`src/inc/ldcr_pkg.sv`:
```
// Package for the LED dimming and current register bank.
// Assumes an 8-bit register port driven by a serial bus slave on i_mclk.
package ldcr_pkg;
    localparam int unsigned ADDR_W        = 8;
    localparam int unsigned DATA_W        = 8;
    localparam int unsigned CUR1_W        = 12;
    localparam int unsigned CUR1_HI_W     = 4;
    localparam int unsigned BRT_W         = 13;
    localparam int unsigned BRT_HI_W      = 5;
    localparam int unsigned BRT1_W        = 16;
    localparam int unsigned SCALE_W       = 3;
    localparam int unsigned NUM_CL        = 3;

    localparam logic [7:0] OFS_CUR1_HIGH  = 8'h02;
    localparam logic [7:0] OFS_CUR1_LOW   = 8'h03;
    localparam logic [7:0] OFS_BRT2_HIGH  = 8'h04;
    localparam logic [7:0] OFS_BRT2_LOW   = 8'h05;
    localparam logic [7:0] OFS_CUR2       = 8'h06;
    localparam logic [7:0] OFS_BRT3_HIGH  = 8'h07;
    localparam logic [7:0] OFS_BRT3_LOW   = 8'h08;
    localparam logic [7:0] OFS_CUR3       = 8'h09;
    localparam logic [7:0] OFS_BRT4_HIGH  = 8'h0a;
    localparam logic [7:0] OFS_BRT4_LOW   = 8'h0b;
    localparam logic [7:0] OFS_CUR4       = 8'h0c;
    localparam logic [7:0] OFS_CL_STRIDE  = 8'h03;

    localparam logic [7:0] RST_BYTE       = 8'h00;
    localparam logic [4:0] RST_BRT_HI     = 5'h00;
    localparam logic [12:0] RST_BRT       = 13'h0000;
    localparam logic [7:0] RD_UNMAPPED    = 8'h00;

    // Full-scale current in mA for each scale code
    localparam logic [7:0] FS_MA_0        = 8'h19;
    localparam logic [7:0] FS_MA_1        = 8'h1e;
    localparam logic [7:0] FS_MA_2        = 8'h32;
    localparam logic [7:0] FS_MA_3        = 8'h3c;
    localparam logic [7:0] FS_MA_4        = 8'h50;
    localparam logic [7:0] FS_MA_5        = 8'h64;
    localparam logic [7:0] FS_MA_6        = 8'h78;
    localparam logic [7:0] FS_MA_7        = 8'h96;
endpackage : ldcr_pkg

```
`src/hw/ldcr_split_reg.sv`:
```
// Split register: staged high byte, low byte commits the combined value.
// Assumes one-cycle write strobes from the register port logic.
module ldcr_split_reg #(
    parameter int unsigned HI_W = 5
) (
    input  wire logic              i_mclk,
    input  wire logic              i_resetn,
    input  wire logic              i_wr_high,
    input  wire logic              i_wr_low,
    input  wire logic [7:0]        i_wdata,
    input  wire logic              i_load,
    input  wire logic [HI_W+7:0]   i_load_value,
    output logic      [HI_W-1:0]   o_high_reg,
    output logic      [7:0]        o_low_reg,
    output logic      [HI_W+7:0]   o_value
);
    logic [HI_W+7:0] value_reg;

    // Staged high byte
    always_ff @(posedge i_mclk) begin
        if (!i_resetn) begin
            o_high_reg <= '0;
        end else if (i_load) begin
            o_high_reg <= i_load_value[HI_W+7:8];
        end else if (i_wr_high) begin
            o_high_reg <= i_wdata[HI_W-1:0];
        end
    end

    always_ff @(posedge i_mclk) begin
        if (!i_resetn) begin
            o_low_reg <= ldcr_pkg::RST_BYTE;
        end else if (i_load) begin
            o_low_reg <= i_load_value[7:0];
        end else if (i_wr_low) begin
            o_low_reg <= i_wdata;
        end
    end

    // Commit on low write with latest staged high
    always_ff @(posedge i_mclk) begin
        if (!i_resetn) begin
            value_reg <= '0;
        end else if (i_load) begin
            value_reg <= i_load_value;
        end else if (i_wr_low) begin
            value_reg <= {o_high_reg, i_wdata};
        end
    end

    assign o_value = value_reg;
endmodule : ldcr_split_reg

```
`src/hw/ldcr_regs.sv`:
```
// LED dimming and current register bank for a four-output driver.
// Assumes a serial bus slave presents single-cycle write/read strobes on i_mclk,
// and start-up logic pulses i_nv_load with stored output-1 current.
//
// Summary of operation
// - High byte first; low write applies value
// - Display mode: output-1 current drives all
// - Output-1 current low byte at 0x03
// - Output-1 current loads from nonvolatile storage
// - Output-2 brightness split at 0x04/0x05
// - Output-2 current at 0x06, reset zero
// - Output-3 brightness split at 0x07/0x08
// - Output-3 current at 0x09, reset zero
// - Output-4 brightness split at 0x0A/0x0B
// - Output-4 current at 0x0C, reset zero
// - Currents relative to selected full scale
// - Scale code picks 25 to 150 mA
// - Output-1 current high nibble at 0x02
// - Cluster uses top 13 brightness bits
module ldcr_regs #(
    parameter int unsigned NUM_CL = ldcr_pkg::NUM_CL
) (
    input  wire logic                          i_mclk,
    input  wire logic                          i_resetn,
    input  wire logic                          i_wr_en,
    input  wire logic                          i_rd_en,
    input  wire logic [ldcr_pkg::ADDR_W-1:0]   i_addr,
    input  wire logic [ldcr_pkg::DATA_W-1:0]   i_wdata,
    input  wire logic                          i_nv_load,
    input  wire logic [ldcr_pkg::CUR1_W-1:0]   i_nv_cur1,
    input  wire logic                          i_display_mode,
    input  wire logic [ldcr_pkg::SCALE_W-1:0]  i_scale_sel,
    input  wire logic [ldcr_pkg::BRT1_W-1:0]   i_out1_brightness,
    output logic      [ldcr_pkg::DATA_W-1:0]   o_rdata,
    output logic                               o_rvalid,
    output logic      [ldcr_pkg::CUR1_W-1:0]   o_out1_current,
    output logic      [ldcr_pkg::CUR1_W-1:0]   o_out2_current,
    output logic      [ldcr_pkg::CUR1_W-1:0]   o_out3_current,
    output logic      [ldcr_pkg::CUR1_W-1:0]   o_out4_current,
    output logic      [ldcr_pkg::BRT1_W-1:0]   o_out1_brt,
    output logic      [ldcr_pkg::BRT1_W-1:0]   o_out2_brt,
    output logic      [ldcr_pkg::BRT1_W-1:0]   o_out3_brt,
    output logic      [ldcr_pkg::BRT1_W-1:0]   o_out4_brt,
    output logic      [7:0]                    o_full_scale_ma
);
    function automatic logic [7:0] brt_high_ofs(input int unsigned idx);
        brt_high_ofs = ldcr_pkg::OFS_BRT2_HIGH + 8'(idx) * ldcr_pkg::OFS_CL_STRIDE;
    endfunction : brt_high_ofs

    function automatic logic [7:0] fs_ma(input logic [2:0] code);
        unique case (code)
            3'h0: fs_ma = ldcr_pkg::FS_MA_0;
            3'h1: fs_ma = ldcr_pkg::FS_MA_1;
            3'h2: fs_ma = ldcr_pkg::FS_MA_2;
            3'h3: fs_ma = ldcr_pkg::FS_MA_3;
            3'h4: fs_ma = ldcr_pkg::FS_MA_4;
            3'h5: fs_ma = ldcr_pkg::FS_MA_5;
            3'h6: fs_ma = ldcr_pkg::FS_MA_6;
            3'h7: fs_ma = ldcr_pkg::FS_MA_7;
        endcase
    endfunction : fs_ma

    logic [3:0]  cur1_high_reg;
    logic [7:0]  cur1_low_reg;
    logic [11:0] cur1_value;
    logic [4:0]  brt_high [NUM_CL];
    logic [7:0]  brt_low  [NUM_CL];
    logic [12:0] brt_val  [NUM_CL];
    logic [7:0]  cur_reg  [NUM_CL];
    logic [7:0]  rdata_next;
    logic [7:0]  full_scale_reg;

    // Output-1 current pair, loaded from storage at start-up
    ldcr_split_reg #(
        .HI_W ( ldcr_pkg::CUR1_HI_W )
    ) u_cur1 (
        .i_mclk       ( i_mclk ),
        .i_resetn     ( i_resetn ),
        .i_wr_high    ( i_wr_en && i_addr == ldcr_pkg::OFS_CUR1_HIGH ),
        .i_wr_low     ( i_wr_en && i_addr == ldcr_pkg::OFS_CUR1_LOW ),
        .i_wdata      ( i_wdata ),
        .i_load       ( i_nv_load ),
        .i_load_value ( i_nv_cur1 ),
        .o_high_reg   ( cur1_high_reg ),
        .o_low_reg    ( cur1_low_reg ),
        .o_value      ( cur1_value )
    );

    generate
        for (genvar g = 0; g < NUM_CL; g++) begin : g_cl
            ldcr_split_reg #(
                .HI_W ( ldcr_pkg::BRT_HI_W )
            ) u_brt (
                .i_mclk       ( i_mclk ),
                .i_resetn     ( i_resetn ),
                .i_wr_high    ( i_wr_en && i_addr == brt_high_ofs(g) ),
                .i_wr_low     ( i_wr_en && i_addr == brt_high_ofs(g) + 8'h01 ),
                .i_wdata      ( i_wdata ),
                .i_load       ( 1'b0 ),
                .i_load_value ( ldcr_pkg::RST_BRT ),
                .o_high_reg   ( brt_high[g] ),
                .o_low_reg    ( brt_low[g] ),
                .o_value      ( brt_val[g] )
            );

            always_ff @(posedge i_mclk) begin
                if (!i_resetn) begin
                    cur_reg[g] <= ldcr_pkg::RST_BYTE;
                end else if (i_wr_en && i_addr == brt_high_ofs(g) + 8'h02) begin
                    cur_reg[g] <= i_wdata;
                end
            end
        end
    endgenerate

    // Read mux
    always_comb begin
        rdata_next = ldcr_pkg::RD_UNMAPPED;
        if (i_addr == ldcr_pkg::OFS_CUR1_HIGH) begin
            rdata_next = {4'h0, cur1_high_reg};
        end else if (i_addr == ldcr_pkg::OFS_CUR1_LOW) begin
            rdata_next = cur1_low_reg;
        end
        for (int i = 0; i < NUM_CL; i++) begin
            if (i_addr == brt_high_ofs(i)) begin
                rdata_next = {3'h0, brt_high[i]};
            end else if (i_addr == brt_high_ofs(i) + 8'h01) begin
                rdata_next = brt_low[i];
            end else if (i_addr == brt_high_ofs(i) + 8'h02) begin
                rdata_next = cur_reg[i];
            end
        end
    end

    always_ff @(posedge i_mclk) begin
        if (!i_resetn) begin
            o_rdata  <= ldcr_pkg::RST_BYTE;
            o_rvalid <= 1'b0;
        end else begin
            o_rvalid <= i_rd_en;
            if (i_rd_en) begin
                o_rdata <= rdata_next;
            end
        end
    end

    always_ff @(posedge i_mclk) begin
        if (!i_resetn) begin
            full_scale_reg <= ldcr_pkg::FS_MA_0;
        end else begin
            full_scale_reg <= fs_ma(i_scale_sel);
        end
    end

    // Effective per-output current and brightness
    always_ff @(posedge i_mclk) begin
        if (!i_resetn) begin
            o_out1_current <= '0;
            o_out2_current <= '0;
            o_out3_current <= '0;
            o_out4_current <= '0;
            o_out1_brt     <= '0;
            o_out2_brt     <= '0;
            o_out3_brt     <= '0;
            o_out4_brt     <= '0;
        end else if (i_display_mode) begin
            o_out1_current <= cur1_value;
            o_out2_current <= cur1_value;
            o_out3_current <= cur1_value;
            o_out4_current <= cur1_value;
            o_out1_brt     <= i_out1_brightness;
            o_out2_brt     <= i_out1_brightness;
            o_out3_brt     <= i_out1_brightness;
            o_out4_brt     <= i_out1_brightness;
        end else begin
            o_out1_current <= cur1_value;
            o_out2_current <= {4'h0, cur_reg[0]};
            o_out3_current <= {4'h0, cur_reg[1]};
            o_out4_current <= {4'h0, cur_reg[2]};
            o_out1_brt     <= {i_out1_brightness[15:3], 3'h0};
            o_out2_brt     <= {brt_val[0], 3'h0};
            o_out3_brt     <= {brt_val[1], 3'h0};
            o_out4_brt     <= {brt_val[2], 3'h0};
        end
    end

    assign o_full_scale_ma = full_scale_reg;
endmodule : ldcr_regs

```
`config.mk`:
```
export PLATFORM = sky130hd
export DESIGN_NAME = ldcr_regs
export DESIGN_NICKNAME = d
export VERILOG_FILES = /design/src/inc/ldcr_pkg.sv /design/src/hw/ldcr_split_reg.sv /design/src/hw/ldcr_regs.sv
export SDC_FILE = /design/constraint.sdc
export NUM_CORES = 1
export LEC_CHECK = 0
export BUFFER_PORTS_ARGS = -buffer_cell sky130_fd_sc_hd__clkbuf_2
export CAP_MARGIN = 10
export CORE_ASPECT_RATIO = 0.6
export CORE_MARGIN = 1
export CORE_UTILIZATION = 27
export CTS_BUF_LIST = sky130_fd_sc_hd__clkbuf_8
export DETAILED_ROUTE_END_ITERATION = 10
export PLACE_DENSITY = 0.52
export SLEW_MARGIN = 20
export SYNTH_ARGS = -nofsm -noshare
export SYNTH_HDL_FRONTEND = slang
export SYNTH_HIERARCHICAL = 1
export SYNTH_SLANG_ARGS = --single-unit
```
`constraint.sdc`:
```
create_clock -name i_mclk -period 2.29 [get_ports i_mclk]
set_clock_uncertainty 0.05 [all_clocks]
set_input_delay 0.229 -clock i_mclk [delete_from_list [all_inputs] [get_ports i_mclk]]
set_output_delay 0.229 -clock i_mclk [all_outputs]
set_load 0.01 [all_outputs]
```
==> impl_metrics.toml, run 1 <==
[run_status]
status = "finished clean"

[floorplanning]
die_y_um = 146
ios = 182
rows = 52
dieArea_um2 = 35300
die_w_um = 242
core_um2 = 33800
start_util_pct = 27.6

[setup_path]
worstPathCellList = "mux2i_1, o31ai_1, a21oi_1, a2111oi_0, a22o_1"
ff2ff_setup_slack_ps = 470
arrival_ps = 2240
cp_max_fo = 2
crit_path_end_kind = "flip-flop"
startpoint_type = "flip-flop"
reg2reg_depth = 5
r2r-end = "o_rdata[0]$_SDFFE_PN0P_"
cp-endpoint = "o_rdata[0]$_SDFFE_PN0P_"
slowest_delay_ps = 480
r2r_start = "cur_reg[0][0]$_SDFFCE_PN0P_"
crit_start = "cur_reg[0][0]$_SDFFCE_PN0P_"
worstPathRequired_ps = 2720
crit_type = "flip-flop to flip-flop"
critPathSlowestCell = "edfxtp_1"

[drt]
wl_met1_um = 17800
first_pass_iters = 5
via_count = 7632
route.met3.wl_um = 2860
antenna_left = 0
route.detailed.drc = 0
drt-total-wl_um = 33700
dr.first_iter.drc_count = 548
wl_per_cell_um = 20.7
vias_per_cell = 4.69
wl_met2_um = 12400
top_layer_used = "met4"

[placement]
place_congestion = 0.969
placed_cell_area_um2 = 10600
hpwl_um = 25300
io_buffer_count = 181
place_ws_ps = 156

[finish]
num-nets-final = 1201
fin_area_um2 = 11600
area_growth_syn_to_layout_pct = 24.6
layout_common_cells = "dfxtp_1 (182), clkbuf_2 (180), mux2i_1 (78)"
drive_above_1_share_pct = 23.9
layout_commonest_cell = "dfxtp_1"
largest_reg_flops = 24

[timing]
finalSetupTns_ps = 0
setup_ws_ps = 471
slew_headroom_pct = 64.6
rsz0062_at_grt = "false"
drv_slew = 0
finalCritPeriodShare_pct = 79.4
setup_viol = 0
post-route-min-period_ps = 1820
max_freq_mhz = 550
tightest_slew_ps = 524
final_hold_viol_count = 0

[clock_network]
numCtsBuffers = 35
cts.sinks = 206
clkLatencyLatePin_ps = 560
h-tree-depth = 2
cts_buffer_depth = 3
cts_tree = "done"
cts.clk_slew.worst_paths_ps = 70
root_buffer = "clkbuf_8"

[global_route]
gr-total-overflow = 0
antenna_found_initial = 1
grt_usage_pct = 19.0
grt_pass1_wl_um = 49600
grt_pass1_vias = 7354
grt_start_max_net_pins = 66

[logic_synthesis]
synth_cells = 920
synth_edf_count = 24
yosysWarnings = 6
ys_seq_elements = 206
syn_area_um2 = 9320
synthFlopType = "dfxtp_1"
syn_area_per_cell_um2 = 10.1
async_reset_ff_share_pct = 0
ys_seq_area_share_pct = 46.8
ys_types = 68

[power_and_ir_drop]
power_leakage_uw = 0.00479
power_density_nw_per_um2 = 737
irDropWorstVdd_uv = 301

[min_path]
hp-class = "input port to flip-flop"

[job]
maxCapViolCount = 0
layout make-up:
| type | count | area [um^2] |
|---|---|---|
| Inverter | 20 | 75.1 |
| Antenna cell | 1 | 2.50 |
| Timing Repair Buffer | 244 | 1500 |
| Sequential cell | 206 | 4360 |
| Fill cell | 3482 | 22200 |
| Tap cell | 459 | 574 |
| Clock buffer | 44 | 606 |
| Multi-Input combinational cell | 636 | 4370 |
| Clock inverter | 18 | 133 |
synthesized netlist by cell type, drive strengths merged (3+ instances only):
| library cell | count | area [um^2] |
|---|---|---|
| dfxtp | 182 | 3640 |
| buf | 79 | 601 |
| mux2i | 78 | 781 |
| a211oi | 71 | 553 |
| nand2b | 65 | 407 |
| a21boi | 63 | 473 |
| nor2b | 59 | 369 |
| and2 | 56 | 350 |
| nand2 | 42 | 158 |
| clkbuf | 32 | 123 |
| edfxtp | 24 | 721 |
| nor2 | 19 | 95.1 |
| inv | 17 | 63.8 |
| and3 | 13 | 81.3 |
| o21ai | 11 | 55.1 |
| o22ai | 11 | 68.8 |
| nand3 | 10 | 50.1 |
| a21oi | 9 | 45.0 |
| nand3b | 7 | 52.6 |
| a32o | 5 | 50.1 |
| ha | 5 | 62.6 |
| nor3 | 5 | 35.0 |
| o311a | 4 | 40.0 |
| o311ai | 4 | 35.0 |
| a31oi | 3 | 18.8 |
| clkinv | 3 | 11.3 |
| o211ai | 3 | 22.5 |
| o32ai | 3 | 26.3 |
critical path: cells and delay by family (launching register included):
kind	cells	cell delay, ps
AO/OA/AOI/OAI	4	1100
flip-flops	1	480
multiplexers	1	130
how the worst min path moves through the flow:
stage                                      from                             to  cells past startpoint
final                                  i_resetn        o_rdata[2]$_SDFFE_PN0P_                      2
after global routing                   i_resetn        o_rdata[2]$_SDFFE_PN0P_                      2
after CTS                              i_resetn        o_rdata[2]$_SDFFE_PN0P_                      2
after detailed placement  i_out1_brightness[12]      o_out1_brt[12]$_SDFF_PN0_                      2
after global placement     i_out1_brightness[2]       o_out4_brt[2]$_SDFF_PN0_                      2
after floorplan                  i_scale_sel[1]  o_full_scale_ma[4]$_SDFF_PP1_                      1
power breakdown:
part	internal [uW]	total, uW	switching, uW	leakage, uW
Clock	1970	3560	1600	0.000422
Sequential	3860	4080	212	0.00173
Combinational	381	918	536	0.00263
Total	6210	8560	2350	0.00479
timing repair:
item,4_1_cts,5_1_grt
endpoints found under the hold margin,70,0
resized for setup,0,0
setup buffers,0,0
hold buffers,31,0
cell families (layout without fill, tap and decap cells):
group	after synthesis	in the layout	share of synthesized area [%]
adders and majority gates	5	5	0.671
buffers and inverters	131	326	8.56
DFF	206	206	46.8
AOI/OAI and AO/OA	209	209	17.0
and+or+nand+nor	287	287	18.2
xor gates and xnor gates	1	1	0.0940
other	1	55	0.0402
muxes	80	80	8.62
through the flow:
step / util (%) / power (uW) / instances / hold WS (ps)
floorplan: - / 4590 / 973 / 283
finish: 34.3 / 8560 / 1628 / 83.5
global placement: 31.2 / 5000 / 1534 / 417
CTS: 34.3 / 8630 / 1627 / 51.3
detailed placement: 31.2 / 5000 / 1534 / 415
global route: 34.3 / 8950 / 1627 / 65.3
per-layer routing:
layer	GRT usage [%]	vias up
met3	5.13	56
met2	24.0	313
met1	30.2	3666
met4	5.22	0
li1	-	3597
met5	0	-
No activity file was read; power rests on OpenSTA's default activity.
==> inputs of run 2 (changes only) <==
Settings changed: PLACE_DENSITY 0.52 to 0.53.
Clock period 2.29 ns to 1.5 ns, I/O delays scaled along.
==> run 2 against run 1 <==
  * Register-to-register slack worse by 520 ps
  * Sequential power rose by 52%
  * Critical path depth stayed put
  * The flow now finishes with violations (negative setup slack)
  * Critical path type unchanged
  * Clock power grew 55%
  * Final area grew 6.7%
  * Final cell count grew 4.4%
  * Maximum frequency rose by 17%
  * Flip-flop and latch count is the same
  * Setup slack worse by 520 ps
  * Combinational power increased by 78%
  * Worst hold slack lost 44 ps
  * Largest power group unchanged
==> impl_metrics.toml, run 2 (same netlist as run 1, synthesis figures left out) <==
[run_status]
status = "finished, violations left"
violations = "negative setup slack"

[timing]
slew_headroom_pct = 63.6
max_freq_mhz = 644
setup_viol = 3
post-route-min-period_ps = 1550
drv_slew = 0
finalCritPeriodShare_pct = 104
setup_ws_ps = -53.6
hold_slack_ps = 39.1
tightest_slew_ps = 545
rsz0062_at_grt = "true"
final_hold_viol_count = 0

[floorplanning]
core_um2 = 33800
start_util_pct = 27.6
die_w_um = 242
die_y_um = 146
rows = 52
dieArea_um2 = 35300
ios = 182

[global_route]
grt_start_max_net_pins = 59
antenna_found_initial = 1
grt_usage_pct = 19.4
gr-total-overflow = 0
grt_pass1_wl_um = 50600
grt_pass1_vias = 7475

[setup_path]
crit_path_end_kind = "flip-flop"
r2r_start = "cur_reg[1][2]$_SDFFCE_PN0P_"
ff2ff_setup_slack_ps = -50
worstPathRequired_ps = 1900
worstPathCellList = "and4b_1, a31o_1, a22oi_2, a21oi_2, o311a_1"
slowest_delay_ps = 480
startpoint_type = "flip-flop"
crit_type = "flip-flop to flip-flop"
critPathSlowestCell = "edfxtp_1"
arrival_ps = 1950
r2r-end = "o_rdata[2]$_SDFFE_PN0P_"
cp_max_fo = 2
reg2reg_depth = 5

[min_path]
hp-start = "i_nv_load"
min_delay_path_depth = 3
hp-class = "input port to flip-flop"
hold_path_end = "u_cur1/o_low_reg[6]$_SDFFE_PN0P_"

[drt]
via_count = 7768
wl_met1_um = 18100
dr.first_iter.drc_count = 572
vias_per_cell = 4.57
antenna_left = 0
drt-total-wl_um = 34700
top_layer_used = "met5"
wl_per_cell_um = 20.4
route.detailed.drc = 0
first_pass_iters = 5
route.met3.wl_um = 3550
wl_met2_um = 12500

[finish]
layout.cells.non_filler = 1700
final_core_util_pct = 36.6
largest_reg_flops = 24
layout_common_cells = "dfxtp_1 (182), clkbuf_2 (180), buf_4 (93)"
area_growth_syn_to_layout_pct = 32.9
num-nets-final = 1273
drive_above_1_share_pct = 30.0
layout_commonest_cell = "dfxtp_1"

[power_and_ir_drop]
p_clk_share_pct = 41.4
irDropWorstVdd_uv = 433
seq_power_share_pct = 46.3
power_density_nw_per_um2 = 1080
p_comb_share_pct = 12.2
power_leakage_uw = 0.00520
switching_share_pct = 27.3
p_sw_uw = 3640
p_int_uw = 9710

[clock_network]
cts.clk_slew.worst_paths_ps = 70
cts.sinks = 206
root_buffer = "clkbuf_8"
cts_buffer_depth = 3
h-tree-depth = 2
clkLatencyLatePin_ps = 560
cts_tree = "done"
numCtsBuffers = 34

[placement]
place_inst = 1601
hpwl_um = 26500
io_buffer_count = 181
place_congestion = 0.896

[job]
maxCapViolCount = 0
## run 2: changes by cell type in the layout (fill, tap and decap cells not counted), sizes merged
cell         before  now
clkinvlp          0    1
diode             1    2
clkbuf          224  226
inv              30   26
dlygate4sd3      31   33
clkinv            6    5
buf              33  104
## run 2: final cells by class
| class | instances | area [um^2] |
|---|---|---|
| clock buffer | 46 | 633 |
| multi-input combinational | 636 | 4480 |
| timing repair buffer | 317 | 2140 |
| sequential | 206 | 4360 |
| fill | 3430 | 21400 |
| clock inverter | 14 | 119 |
| antenna | 2 | 5.00 |
| tap | 459 | 574 |
| inverter | 20 | 75.1 |
## run 2: critical path, delay by kind of cell, from the launching register on
family	cells	cell delay (ps)
compound gates	4	690
flops	1	480
simple gates	1	240
## run 2: timing repair
| action | in CTS | in global routing |
|---|---|---|
| pin swaps | 7 | 7 |
| resized for setup | 5 | 4 |
| hold buffers | 33 | 0 |
| endpoints found under the setup margin | 3 | 4 |
| setup buffers | 3 | 1 |
| endpoints found under the hold margin | 77 | 0 |
## run 2: worst max path at each step
stage / cells after the start / startpoint / slack [ps] / to
detailed placement: 7 / i_addr[1] / -390 / o_rdata[3]$_SDFFE_PN0P_
floorplan: 8 / i_addr[5] / -90 / g_cl[1].u_brt/o_value[8]$_SDFFE_PN0P_
finish: 5 / cur_reg[1][2]$_SDFFCE_PN0P_ / -50 / o_rdata[2]$_SDFFE_PN0P_
global placement: 7 / i_addr[1] / -430 / o_rdata[3]$_SDFFE_PN0P_
global route: 4 / cur_reg[0][3]$_SDFFCE_PN0P_ / -110 / o_rdata[3]$_SDFFE_PN0P_
CTS: 4 / cur_reg[0][3]$_SDFFCE_PN0P_ / -100 / o_rdata[3]$_SDFFE_PN0P_
## run 2: power groups by stage
stage / clock network (uW) / logic (uW) / registers (uW)
floorplan: 0 / 802 / 6220
global route: 5940 / 1770 / 6210
CTS: 5650 / 1600 / 6180
finish: 5530 / 1630 / 6190
detailed placement: 0 / 1520 / 6300
global placement: 0 / 1510 / 6300
## run 2: per-stage QoR
step	instance area [um^2]	power, uW	setup TNS [ps]	worst slack (ps)
finish	12400	13400	-122	-53.6
floorplan	9630	7030	-1900	-87.1
CTS	12400	13400	-136	-98.4
global placement	11200	7820	-29860	-427
detailed placement	11200	7820	-28970	-391
global route	12400	13900	-233	-106
## run 2: per-layer routing
| layer | up-vias | GRT usage [%] |
|---|---|---|
| met5 | - | 0 |
| met4 | 2 | 3.92 |
| met3 | 42 | 7.43 |
| met2 | 287 | 24.3 |
| met1 | 3687 | 30.1 |
| li1 | 3750 | - |
==> inputs of run 3 (changes only) <==
Clock period 1.5 ns to 1.25 ns, I/O delays scaled along.
==> run 3 against run 2 <==
  * The run still ends with negative setup slack left
  * Flip-flop and latch count did not move
  * Critical endpoint unchanged
  * Register-to-register slack got worse by 270 ps
  * Clock power grew 15%
  * Core utilization rose by 1.9 points
  * Die area unchanged
  * Via count is 3.5% higher
  * Worst hold slack lost 15 ps
  * Count of clock-buffer cells in the layout fell by 1
==> impl_metrics.toml, run 3 (same netlist as run 1, synthesis figures left out) <==
[clock_network]
h-tree-depth = 2
clkLatencyLatePin_ps = 550
numCtsBuffers = 34
cts.sinks = 206
cts.clk_slew.worst_paths_ps = 60
cts_tree = "done"
root_buffer = "clkbuf_8"
cts_buffer_depth = 3

[timing]
slew_headroom_pct = 59.9
tightest_slew_ps = 601
hold_slack_ps = 23.7
max_freq_mhz = 635
final_hold_viol_count = 0
drv_slew = 0
setup_ws_ps = -325
post-route-min-period_ps = 1580
finalCritPeriodShare_pct = 126
rsz0062_at_grt = "true"
setup_viol = 6

[drt]
via_count = 8038
wl_per_cell_um = 20.4
vias_per_cell = 4.61
dr.first_iter.drc_count = 672
antenna_left = 0
route.detailed.drc = 0
first_pass_iters = 5
drt-total-wl_um = 35500

[min_path]
min_delay_path_depth = 3
hp-class = "input port to flip-flop"

[floorplanning]
dieArea_um2 = 35300
die_y_um = 146
core_um2 = 33800
die_w_um = 242
start_util_pct = 27.6
rows = 52
ios = 182

[run_status]
status = "finished, violations left"
violations = "negative setup slack"

[power_and_ir_drop]
power_density_nw_per_um2 = 1220
power_leakage_uw = 0.00552
p_clk_share_pct = 39.9
seq_power_share_pct = 46.5
p_comb_share_pct = 13.5
switching_share_pct = 27.6
p_int_uw = 11500
p_sw_uw = 4390
finalPower_uw = 15900
irDropWorstVdd_uv = 651

[finish]
drive_above_1_share_pct = 36.1
num-nets-final = 1318
area_growth_syn_to_layout_pct = 39.8
fin_area_um2 = 13000
layout_commonest_cell = "clkbuf_2"
largest_reg_flops = 24
final_core_util_pct = 38.5
layout_common_cells = "clkbuf_2 (173), dfxtp_1 (161), buf_4 (128)"

[setup_path]
arrival_ps = 1960
worstPathRequired_ps = 1630
reg2reg_depth = 4
crit_path_end_kind = "flip-flop"
ff2ff_setup_slack_ps = -330
cp_max_fo = 2
crit_type = "flip-flop to flip-flop"
startpoint_type = "flip-flop"

[global_route]
grt_pass1_vias = 7623
antenna_found_initial = 5
gr-total-overflow = 0
grt_pass1_wl_um = 51300
grt_usage_pct = 19.6
grt_start_max_net_pins = 50

[job]
maxCapViolCount = 0

[placement]
io_buffer_count = 181
placed_cell_area_um2 = 11600
hpwl_um = 26600
place_congestion = 0.936
-- run 3: cell count changes in the layout (fill, tap and decap cells not counted), sizes merged --
cell,change
clkinv,+2
dlygate4sd3,+1
diode,-1
bufinv,-1
and2,+1
clkbuf,-5
buf,+47
-- run 3: power by group through the flow --
stage                     combinational (uW)  sequential (uW)  clock, uW
after CTS                               2040             7390       6490
final                                   2150             7390       6340
after floorplan                          972             7470          0
after global placement                  1920             7540          0
after detailed placement                1920             7540          0
after global routing                    2310             7420       6830
-- run 3: repair_timing --
item	CTS	global route
cloned	1	3
endpoints found under the setup margin	30	93
pin swaps	14	19
hold buffers	34	0
hold endpoints to repair	80	0
gates resized for setup	28	54
buffers inserted	7	5
-- run 3: layout make-up --
cell class,instances,area [um^2]
fillers,3405,20800
inverters,20,75.1
clock buffers,45,619
clock inverters,15,97.6
flip-flops and latches,206,4410
repair buffers,361,2600
multi-input cells,637,4660
diodes,1,2.50
well taps,459,574
-- run 3: per-stage QoR --
step | instances | setup WS, ps | setup TNS, ps
floorplan | 973 | -312 | -22770
global placement | 1633 | -616 | -61380
detailed placement | 1633 | -582 | -62090
CTS | 1735 | -308 | -1010
global route | 1743 | -356 | -1340
finish | 1744 | -325 | -930
-- run 3: worst max-delay path: stages, from the launching register on --
cell and delay (ps):
edfxtp_1 430, a21o_1 190, a222oi_1 410, a221oi_2 60
o311a_1 340
-- run 3: worst paths after layout --
check,from,to
worst max-delay path,cur_reg[0][2]$_SDFFCE_PN0P_,o_rdata[2]$_SDFFE_PN0P_
worst min-delay path,i_nv_load,u_cur1/o_low_reg[6]$_SDFFE_PN0P_
worst max register to register,cur_reg[0][2]$_SDFFCE_PN0P_,o_rdata[2]$_SDFFE_PN0P_
worst min register to register,g_cl[1].u_brt/o_value[9]$_SDFFE_PN0P_,o_out3_brt[12]$_SDFF_PN0_
-- run 3: routing by layer --
layer	vias to the layer above	wire, um	GRT usage (%)	share of wire (%)
li1	3828	-	-	-
met1	3802	18600	31.9	52
met2	349	13100	25.1	37
met3	55	3190	4.94	9.0
met4	4	584	3.45	1.6
met5	-	27	0	0.076
